**src/mte_pkg.sv**
```systemverilog
// Constants for the modulation edge timing block
package mte_pkg;

  // ----------------------------------------------------------------
  // Register bus geometry
  // ----------------------------------------------------------------
  localparam int ADDR_W = 9;
  localparam int IDX_W  = 7;
  localparam int REG_W  = 8;
  localparam int DATA_W = 32;

  // Register indices; the byte address is four times the index
  localparam logic [IDX_W-1:0] IDX_CLAMP_RELEASE_TIME  = 7'h34;
  localparam logic [IDX_W-1:0] IDX_MOD_SUPPLY_RES_TIME = 7'h35;
  localparam logic [IDX_W-1:0] IDX_DRV_STOP_RETURN_TIME = 7'h36;
  localparam logic [IDX_W-1:0] IDX_CLAMP_RECONNECT_TIME = 7'h37;
  localparam logic [IDX_W-1:0] IDX_SEQ_STATUS          = 7'h40;

  localparam logic [ADDR_W-1:0] BA_CLAMP_RELEASE_TIME   = {IDX_CLAMP_RELEASE_TIME, 2'b00};
  localparam logic [ADDR_W-1:0] BA_MOD_SUPPLY_RES_TIME  = {IDX_MOD_SUPPLY_RES_TIME, 2'b00};
  localparam logic [ADDR_W-1:0] BA_DRV_STOP_RETURN_TIME = {IDX_DRV_STOP_RETURN_TIME, 2'b00};
  localparam logic [ADDR_W-1:0] BA_CLAMP_RECONNECT_TIME = {IDX_CLAMP_RECONNECT_TIME, 2'b00};
  localparam logic [ADDR_W-1:0] BA_SEQ_STATUS           = {IDX_SEQ_STATUS, 2'b00};

  localparam logic [REG_W-1:0] TIME_REG_RESET = 8'h00;

  // ----------------------------------------------------------------
  // Field layout: two 4-bit delay fields in the second and third registers, one low field in the first and fourth
  // ----------------------------------------------------------------
  localparam int FIELD_W  = 4;
  localparam int LO_LSB   = 0;
  localparam int HI_LSB   = 4;

  // Status register bit positions
  localparam int ST_CLAMP_RELEASED = 0;
  localparam int ST_ON_MOD_SUPPLY  = 1;
  localparam int ST_MOD_RESISTANCE = 2;
  localparam int ST_DRIVER_STOPPED = 3;
  localparam int ST_SEQ_ACTIVE     = 4;

  // ----------------------------------------------------------------
  // Carrier period counter
  // ----------------------------------------------------------------
  localparam int               CNT_W   = 5;
  localparam logic [CNT_W-1:0] CNT_MAX = 5'h10;
  localparam int               N_EVT   = 6;

endpackage

```
**src/mte_event_fire.sv**
```systemverilog
// One timed event: fires once per pulse when the count reaches its delay
`timescale 1ns/1ps
`default_nettype none

module mte_event_fire (
  input  wire logic                      clk,
  input  wire logic                      rst_b,
  input  wire logic                      start,
  input  wire logic                      active,
  input  wire logic [mte_pkg::CNT_W-1:0]   count,
  input  wire logic [mte_pkg::FIELD_W-1:0] delay,
  output logic                           fire,
  output logic                           done_q
);

  logic done_d;

  always_comb begin
    fire   = active && !start && !done_q && (count == {1'b0, delay});
    done_d = start ? 1'b0 : (done_q || fire);
  end

  always_ff @(posedge clk) begin
    if (!rst_b) begin
      done_q <= 1'b0;
    end else begin
      done_q <= done_d;
    end
  end

endmodule

`default_nettype wire

```
**src/mte_pin_sync.sv**
```systemverilog
// Three-stage input synchroniser with agreement filter
`timescale 1ns/1ps
`default_nettype none

module mte_pin_sync (
  input  wire logic clk,
  input  wire logic rst_b,
  input  wire logic pin_in,
  output logic      level_q
);

  logic s1_q;
  logic s2_q;
  logic s3_q;
  logic level_d;

  // The first stage feeds only the second stage
  always_comb begin
    level_d = (s2_q == s3_q) ? s2_q : level_q;
  end

  always_ff @(posedge clk) begin
    if (!rst_b) begin
      s1_q    <= 1'b0;
      s2_q    <= 1'b0;
      s3_q    <= 1'b0;
      level_q <= 1'b0;
    end else begin
      s1_q    <= pin_in;
      s2_q    <= s1_q;
      s3_q    <= s2_q;
      level_q <= level_d;
    end
  end

endmodule

`default_nettype wire

```
**src/mte_top.sv**
```systemverilog
// Modulation edge timing: registers and carrier-period event sequencer
`timescale 1ns/1ps
`default_nettype none

// Behaviour
// - release clamp after first-register low field
// - switch to modulation supply after second-high field
// - modulation resistance after second-register low field
// - stop driver after third-register high field
// - return to RF supply after third-low field
// - reconnect clamp after fourth-register low field
module mte_top (
  input  wire logic                       clk,
  input  wire logic                       rst_b,
  input  wire logic [mte_pkg::ADDR_W-1:0] avs_address,
  input  wire logic                       avs_read,
  input  wire logic                       avs_write,
  input  wire logic [3:0]                 avs_byteenable,
  input  wire logic [mte_pkg::DATA_W-1:0] avs_writedata,
  output logic [mte_pkg::DATA_W-1:0]      avs_readdata,
  output logic                            avs_waitrequest,
  input  wire logic                       mod_pulse_in,
  input  wire logic                       fc_tick,
  output logic                            clamp_released,
  output logic                            on_mod_supply,
  output logic                            mod_resistance,
  output logic                            driver_stopped,
  output logic                            seq_active
);

  // ----------------------------------------------------------------
  // Bus slave
  // ----------------------------------------------------------------
  logic                       req;
  logic                       ack_q;
  logic                       ack_d;
  logic                       wr_en;
  logic [mte_pkg::DATA_W-1:0] rdata_q;
  logic [mte_pkg::DATA_W-1:0] rdata_d;
  logic [mte_pkg::REG_W-1:0]  t1_q;
  logic [mte_pkg::REG_W-1:0]  t2_q;
  logic [mte_pkg::REG_W-1:0]  t3_q;
  logic [mte_pkg::REG_W-1:0]  t4_q;
  logic [mte_pkg::REG_W-1:0]  t1_d;
  logic [mte_pkg::REG_W-1:0]  t2_d;
  logic [mte_pkg::REG_W-1:0]  t3_d;
  logic [mte_pkg::REG_W-1:0]  t4_d;
  logic [mte_pkg::REG_W-1:0]  status;

  assign req             = avs_read || avs_write;
  // One wait cycle per access, so read data come from a flop
  assign avs_waitrequest = req && !ack_q;
  assign avs_readdata    = rdata_q;
  assign wr_en           = avs_write && ack_q && avs_byteenable[0];

  always_comb begin
    ack_d   = req && !ack_q;
    rdata_d = rdata_q;
    t1_d    = t1_q;
    t2_d    = t2_q;
    t3_d    = t3_q;
    t4_d    = t4_q;
    if (avs_read && !ack_q) begin
      // Unmapped addresses read as zero
      case (avs_address)
        mte_pkg::BA_CLAMP_RELEASE_TIME:   rdata_d = {24'h000000, t1_q};
        mte_pkg::BA_MOD_SUPPLY_RES_TIME:  rdata_d = {24'h000000, t2_q};
        mte_pkg::BA_DRV_STOP_RETURN_TIME: rdata_d = {24'h000000, t3_q};
        mte_pkg::BA_CLAMP_RECONNECT_TIME: rdata_d = {24'h000000, t4_q};
        mte_pkg::BA_SEQ_STATUS:           rdata_d = {24'h000000, status};
        default:                          rdata_d = 32'h00000000;
      endcase
    end
    // Reserved bits are stored as written; software keeps them zero
    if (wr_en) begin
      case (avs_address)
        mte_pkg::BA_CLAMP_RELEASE_TIME:   t1_d = avs_writedata[7:0];
        mte_pkg::BA_MOD_SUPPLY_RES_TIME:  t2_d = avs_writedata[7:0];
        mte_pkg::BA_DRV_STOP_RETURN_TIME: t3_d = avs_writedata[7:0];
        mte_pkg::BA_CLAMP_RECONNECT_TIME: t4_d = avs_writedata[7:0];
        default:                          t1_d = t1_q;
      endcase
    end
  end

  always_ff @(posedge clk) begin
    if (!rst_b) begin
      ack_q   <= 1'b0;
      rdata_q <= 32'h00000000;
      t1_q    <= mte_pkg::TIME_REG_RESET;
      t2_q    <= mte_pkg::TIME_REG_RESET;
      t3_q    <= mte_pkg::TIME_REG_RESET;
      t4_q    <= mte_pkg::TIME_REG_RESET;
    end else begin
      ack_q   <= ack_d;
      rdata_q <= rdata_d;
      t1_q    <= t1_d;
      t2_q    <= t2_d;
      t3_q    <= t3_d;
      t4_q    <= t4_d;
    end
  end

  // ----------------------------------------------------------------
  // Pulse start detection and carrier period counter
  // ----------------------------------------------------------------
  logic                      mod_lvl_q;
  logic                      mod_prev_q;
  logic                      start;
  logic                      active_q;
  logic                      active_d;
  logic [mte_pkg::CNT_W-1:0] cnt_q;
  logic [mte_pkg::CNT_W-1:0] cnt_d;
  logic [mte_pkg::N_EVT-1:0] fire;
  logic [mte_pkg::N_EVT-1:0] done;

  mte_pin_sync u_mod_sync (
    .clk     (clk),
    .rst_b   (rst_b),
    .pin_in  (mod_pulse_in),
    .level_q (mod_lvl_q)
  );

  assign start = mod_lvl_q && !mod_prev_q;

  always_comb begin
    cnt_d    = cnt_q;
    active_d = active_q;
    if (start) begin
      // A new pulse restarts the sequence even if one is running
      cnt_d    = '0;
      active_d = 1'b1;
    end else if (active_q) begin
      // Saturate so a long pulse never wraps back onto an early event
      if (fc_tick && (cnt_q != mte_pkg::CNT_MAX)) begin
        cnt_d = cnt_q + 5'h01;
      end
      if (&(done | fire)) begin
        active_d = 1'b0;
      end
    end
  end

  always_ff @(posedge clk) begin
    if (!rst_b) begin
      mod_prev_q <= 1'b0;
      cnt_q      <= '0;
      active_q   <= 1'b0;
    end else begin
      mod_prev_q <= mod_lvl_q;
      cnt_q      <= cnt_d;
      active_q   <= active_d;
    end
  end

  // ----------------------------------------------------------------
  // Timed events
  // ----------------------------------------------------------------
  logic [mte_pkg::FIELD_W-1:0] delay [mte_pkg::N_EVT];

  // 0 clamp release, 1 supply start, 2 resistance, 3 stop, 4 return, 5 reconnect
  assign delay[0] = t1_q[mte_pkg::LO_LSB +: mte_pkg::FIELD_W];
  assign delay[1] = t2_q[mte_pkg::HI_LSB +: mte_pkg::FIELD_W];
  assign delay[2] = t2_q[mte_pkg::LO_LSB +: mte_pkg::FIELD_W];
  assign delay[3] = t3_q[mte_pkg::HI_LSB +: mte_pkg::FIELD_W];
  assign delay[4] = t3_q[mte_pkg::LO_LSB +: mte_pkg::FIELD_W];
  assign delay[5] = t4_q[mte_pkg::LO_LSB +: mte_pkg::FIELD_W];

  for (genvar i = 0; i < mte_pkg::N_EVT; i++) begin : g_evt
    mte_event_fire u_evt (
      .clk    (clk),
      .rst_b  (rst_b),
      .start  (start),
      .active (active_q),
      .count  (cnt_q),
      .delay  (delay[i]),
      .fire   (fire[i]),
      .done_q (done[i])
    );
  end

  // ----------------------------------------------------------------
  // Driver control levels
  // ----------------------------------------------------------------
  logic clamp_q;
  logic clamp_d;
  logic mod_sup_q;
  logic mod_sup_d;
  logic mod_res_q;
  logic mod_res_d;
  logic stop_q;
  logic stop_d;

  // The later event of a pair wins when both fire together
  always_comb begin
    clamp_d   = clamp_q;
    mod_sup_d = mod_sup_q;
    mod_res_d = start ? 1'b0 : mod_res_q;
    stop_d    = start ? 1'b0 : stop_q;
    if (fire[0]) clamp_d = 1'b1;
    if (fire[5]) clamp_d = 1'b0;
    if (fire[1]) mod_sup_d = 1'b1;
    if (fire[4]) mod_sup_d = 1'b0;
    if (fire[2]) mod_res_d = 1'b1;
    if (fire[3]) stop_d = 1'b1;
  end

  always_ff @(posedge clk) begin
    if (!rst_b) begin
      clamp_q   <= 1'b0;
      mod_sup_q <= 1'b0;
      mod_res_q <= 1'b0;
      stop_q    <= 1'b0;
    end else begin
      clamp_q   <= clamp_d;
      mod_sup_q <= mod_sup_d;
      mod_res_q <= mod_res_d;
      stop_q    <= stop_d;
    end
  end

  assign clamp_released = clamp_q;
  assign on_mod_supply  = mod_sup_q;
  assign mod_resistance = mod_res_q;
  assign driver_stopped = stop_q;
  assign seq_active     = active_q;

  always_comb begin
    status                             = 8'h00;
    status[mte_pkg::ST_CLAMP_RELEASED] = clamp_q;
    status[mte_pkg::ST_ON_MOD_SUPPLY]  = mod_sup_q;
    status[mte_pkg::ST_MOD_RESISTANCE] = mod_res_q;
    status[mte_pkg::ST_DRIVER_STOPPED] = stop_q;
    status[mte_pkg::ST_SEQ_ACTIVE]     = active_q;
  end
endmodule

`default_nettype wire

```
**config.mk**
```make
export PLATFORM = sky130hd
export DESIGN_NAME = mte_top
export DESIGN_NICKNAME = d
export VERILOG_FILES = /design/src/mte_pkg.sv /design/src/mte_event_fire.sv /design/src/mte_pin_sync.sv /design/src/mte_top.sv
export SDC_FILE = /design/constraint.sdc
export NUM_CORES = 1
export LEC_CHECK = 0
export BUFFER_PORTS_ARGS = -buffer_cell sky130_fd_sc_hd__buf_2
export CAP_MARGIN = 40
export CORE_ASPECT_RATIO = 1.2
export CORE_MARGIN = 2
export CORE_UTILIZATION = 50
export DETAILED_ROUTE_END_ITERATION = 7
export PLACE_DENSITY = 0.8
export RECOVER_POWER = 50
export SKIP_CTS_REPAIR_TIMING = 1
export SYNTH_ARGS = -nofsm -noshare
export SYNTH_HDL_FRONTEND = slang
export SYNTH_SLANG_ARGS = --single-unit
```
**constraint.sdc**
```tcl
create_clock -name clk -period 4.9 [get_ports clk]
set_clock_uncertainty 0.05 [all_clocks]
set_input_delay 0.49 -clock clk [delete_from_list [all_inputs] [get_ports clk]]
set_output_delay 0.49 -clock clk [all_outputs]
set_load 0.01 [all_outputs]
```
==> results.sh <==
export IMPL_drv_cap=0
export IMPL_ys_warn_count=0
export IMPL_syn_area_um2=3010
export IMPL_die_h_um=89.0
export IMPL_rows=30
export IMPL_power_total_mw=1.02
export IMPL_power_density_nw_per_um2=307
export IMPL_synthDistinctLibCells=39
export IMPL_multi_input_area_um2=1570
export IMPL_grt_overflow=0
export IMPL_grtUsageTotal_pct=21.0
export IMPL_status="finished, final reports clean"
export IMPL_max_clock_path_buffers=2
export IMPL_ioPinCount=89
export IMPL_cp_start_kind="input pin"
export IMPL_p_sw_share_pct=22.9
export IMPL_fin_nets=417
export IMPL_cp_arrival_ps=2330
export IMPL_setup_ws_ps=2700
export IMPL_slew_headroom_pct=25.1
export IMPL_area_growth_pct=10.1
export IMPL_drtIter0Drc=149
export IMPL_die_width_um=74.8
export IMPL_crit_chain="buf_2, and4bb_1, nand3_1, nor3_4, mux2i_1, nor2_1"
export IMPL_post_place_ws_ps=2470
export IMPL_numCtsBuffers=9
export IMPL_max_stage_delay_ps=680
export IMPL_ys_seq_elements=62
export IMPL_diodes=0
export IMPL_initial_core_util_pct=52.4
export IMPL_finalMaxSlewViolations=0
export IMPL_crit_buf_inv=1
export IMPL_cts_htree_levels=3
export IMPL_p_comb_share_pct=5.3
export IMPL_antenna_found_initial=0
export IMPL_fillers=533
export IMPL_leakage_nw=1.43
export IMPL_grt_pass1_wl_mm=10.5
export IMPL_root_buffer="clkbuf_8"
export IMPL_worst_pin_slew_ps=1120
export IMPL_hpwlAfterDp_mm=4.68
export IMPL_ys_seq_area_share_pct=41.3
export IMPL_gp_congestion=0.785
export IMPL_worstPathMaxFanout=12
export IMPL_drtPass1Iterations=4
export IMPL_core_um2=5740
export IMPL_fin_crit_sh_pct=44.8
export IMPL_grt_max_degree=38
export IMPL_cts_tree="built"
export IMPL_synth_edf_count=0
export IMPL_clk_latency_ps=350
export IMPL_die_area_um2=6660
export IMPL_routedWlPerCell_um=14.3
export IMPL_synthArstFlopShare_pct=0
export IMPL_p_sw_mw=0.232
export IMPL_intPower_mw=0.784
export IMPL_ys_flop_type="dfxtp_1"
export IMPL_crit_path_end_kind="flop"
export IMPL_max_freq_ghz=0.455
export IMPL_critPathTopFamily="simple AND/OR/NAND/NOR gates"
export IMPL_tns_ps=0
export IMPL_rsz0062_at_grt="false"
export IMPL_crit_slowest_cell="nor3_4"
export IMPL_worstPathRequired_ps=5030
export IMPL_ant_nets=0
export IMPL_fin_crit_ps=2200
export IMPL_drc=0
export IMPL_pwr_share_seq_pct=50.4
export IMPL_vias=2371
export IMPL_worstSetupPathType="input pin to flop"
export IMPL_setup_viol=0
export IMPL_io_buffers=37
export IMPL_placed_area_um2=3140
export IMPL_hold_path_class="input pin to flop"
export IMPL_viasPerCell=5.28
export IMPL_syn_area_per_cell_um2=9.06
export IMPL_register_area_um2=1240
export IMPL_ir_worst_vdd_uv=212
export IMPL_grt_pass1_vias=2231
export IMPL_wirelength_mm=6.42
export IMPL_utilization_pct=57.7
export IMPL_syn_inst=332
export IMPL_power_frac_clock_pct=44.3
export IMPL_final_cell_area_um2=3310
export IMPL_cts_sinks=62
export IMPL_hold_viol=0
export IMPL_cts_reportedPaths_clkPinSlew_ps=70
export IMPL_drive_above_1_share_pct=12.2
-- Yosys cell counts, types with 7 or more instances --
cell type	number	area, um^2
nand2_1	8	30.0
clkbuf_1	8	30.0
xor2_1	25	219
nor4_1	7	43.8
dfxtp_1	62	1240
o21ai_0	12	60.1
nor2_1	58	218
a22oi_1	8	60.1
a21oi_1	14	70.1
mux2i_1	32	320
buf_2	7	35.0
inv_1	7	26.3
buf_4	24	180
-- routing by layer --
| metal | wire length (um) | GRT usage, % | up-vias |
|---|---|---|---|
| met5 | 0 | 0 | - |
| met4 | 121 | 9.74 | 0 |
| met3 | 364 | 5.07 | 11 |
| met2 | 3050 | 32.8 | 80 |
| met1 | 2880 | 27.5 | 1108 |
| li1 | - | - | 1172 |
-- path summary, 6_finish.rpt --
path	start	to	slack [ps]	cells after the start
hold reg to reg	u_mod_sync.s1_q	u_mod_sync.s2_q	390	1
hold / removal	mod_pulse_in	u_mod_sync.s1_q	300	2
setup / recovery	avs_address[8]	t4_q[3]	2700	6
setup reg to reg	cnt_q[1]	seq_active	2960	5
-- stage by stage --
| step | std cells | hold WS [ps] |
|---|---|---|
| floorplan | 355 | 362 |
| global placement | 433 | 381 |
| detailed placement | 433 | 374 |
| CTS | 449 | 290 |
| global route | 449 | 285 |
| finish | 449 | 297 |
-- sequential cells by signal, summed over array words and instances, names as in the netlist, 5 cells and up --
| register | cells |
|---|---|
| cnt_q | 5 |
| g_evt.u_evt.done_q | 6 |
| t4_q | 8 |
| t3_q | 8 |
| t1_q | 8 |
| avs_readdata | 8 |
| t2_q | 8 |
-- cell usage in the layout, fill, tap and decap left out, types with 2 or more instances in the layout --
cell and n:
mux2_2 2, nor2_1 58, nand3_1 4, dfxtp_1 62, xnor2_1 3, clkbuf_1 16
and3_1 4, and2_0 2, a211oi_1 2, nor3_4 2, nor3_1 4, conb_1 24
a32o_1 3, nand2b_1 3, clkinv_2 3, buf_2 22, nor2b_1 5, and2_1 2
inv_1 8, a41oi_1 2, nor4_1 7, ha_1 2, o21ai_0 12, mux2i_1 32
a21oi_1 14, a22oi_1 8, nand2_1 8, a31oi_1 5, clkbuf_8 11, xor2_1 25
a221oi_1 5
-- worst register-to-register path, delay by kind of cell (launching register included) --
family           cells  cell delay (ps)
AND/OR/NAND/NOR      2              740
flip-flops           1              600
AO/OA/AOI/OAI        2              310
XOR/XNOR             1              130
-- power by group through the flow --
| stage | Sequential (mW) | Combinational [mW] | Clock [mW] |
|---|---|---|---|
| 6_report | 0.512 | 0.0537 | 0.451 |
| 5_1_grt | 0.512 | 0.0605 | 0.484 |
| 4_1_cts | 0.512 | 0.0549 | 0.456 |
| 3_5_place_dp | 0.523 | 0.0547 | 0 |
| 3_3_place_gp | 0.523 | 0.0536 | 0 |
| 2_1_floorplan | 0.524 | 0.0448 | 0 |
-- cell type report --
class                           instances  share of cell area [%]
Multi-Input combinational cell        245                    47.3
Clock buffer                           12                    4.68
Inverter                                8                   0.906
Clock inverter                          4                    1.36
Sequential cell                        62                    37.5
Timing Repair Buffer                   38                    5.25
Tap cell                               80                    3.02
-- kinds of logic after synthesis --
| logic type | share of synthesized area (%) |
|---|---|
| multiplexers | 11.4 |
| flip-flops | 41.3 |
| buffers and inverters | 9.53 |
| adder cells (fa/ha/maj) | 0.832 |
| XOR/XNOR | 8.15 |
| other | 0.125 |
| AND/OR/NAND/NOR | 17.5 |
| AO/OA/AOI/OAI | 11.2 |
No activity file was read; power rests on OpenSTA's default activity.
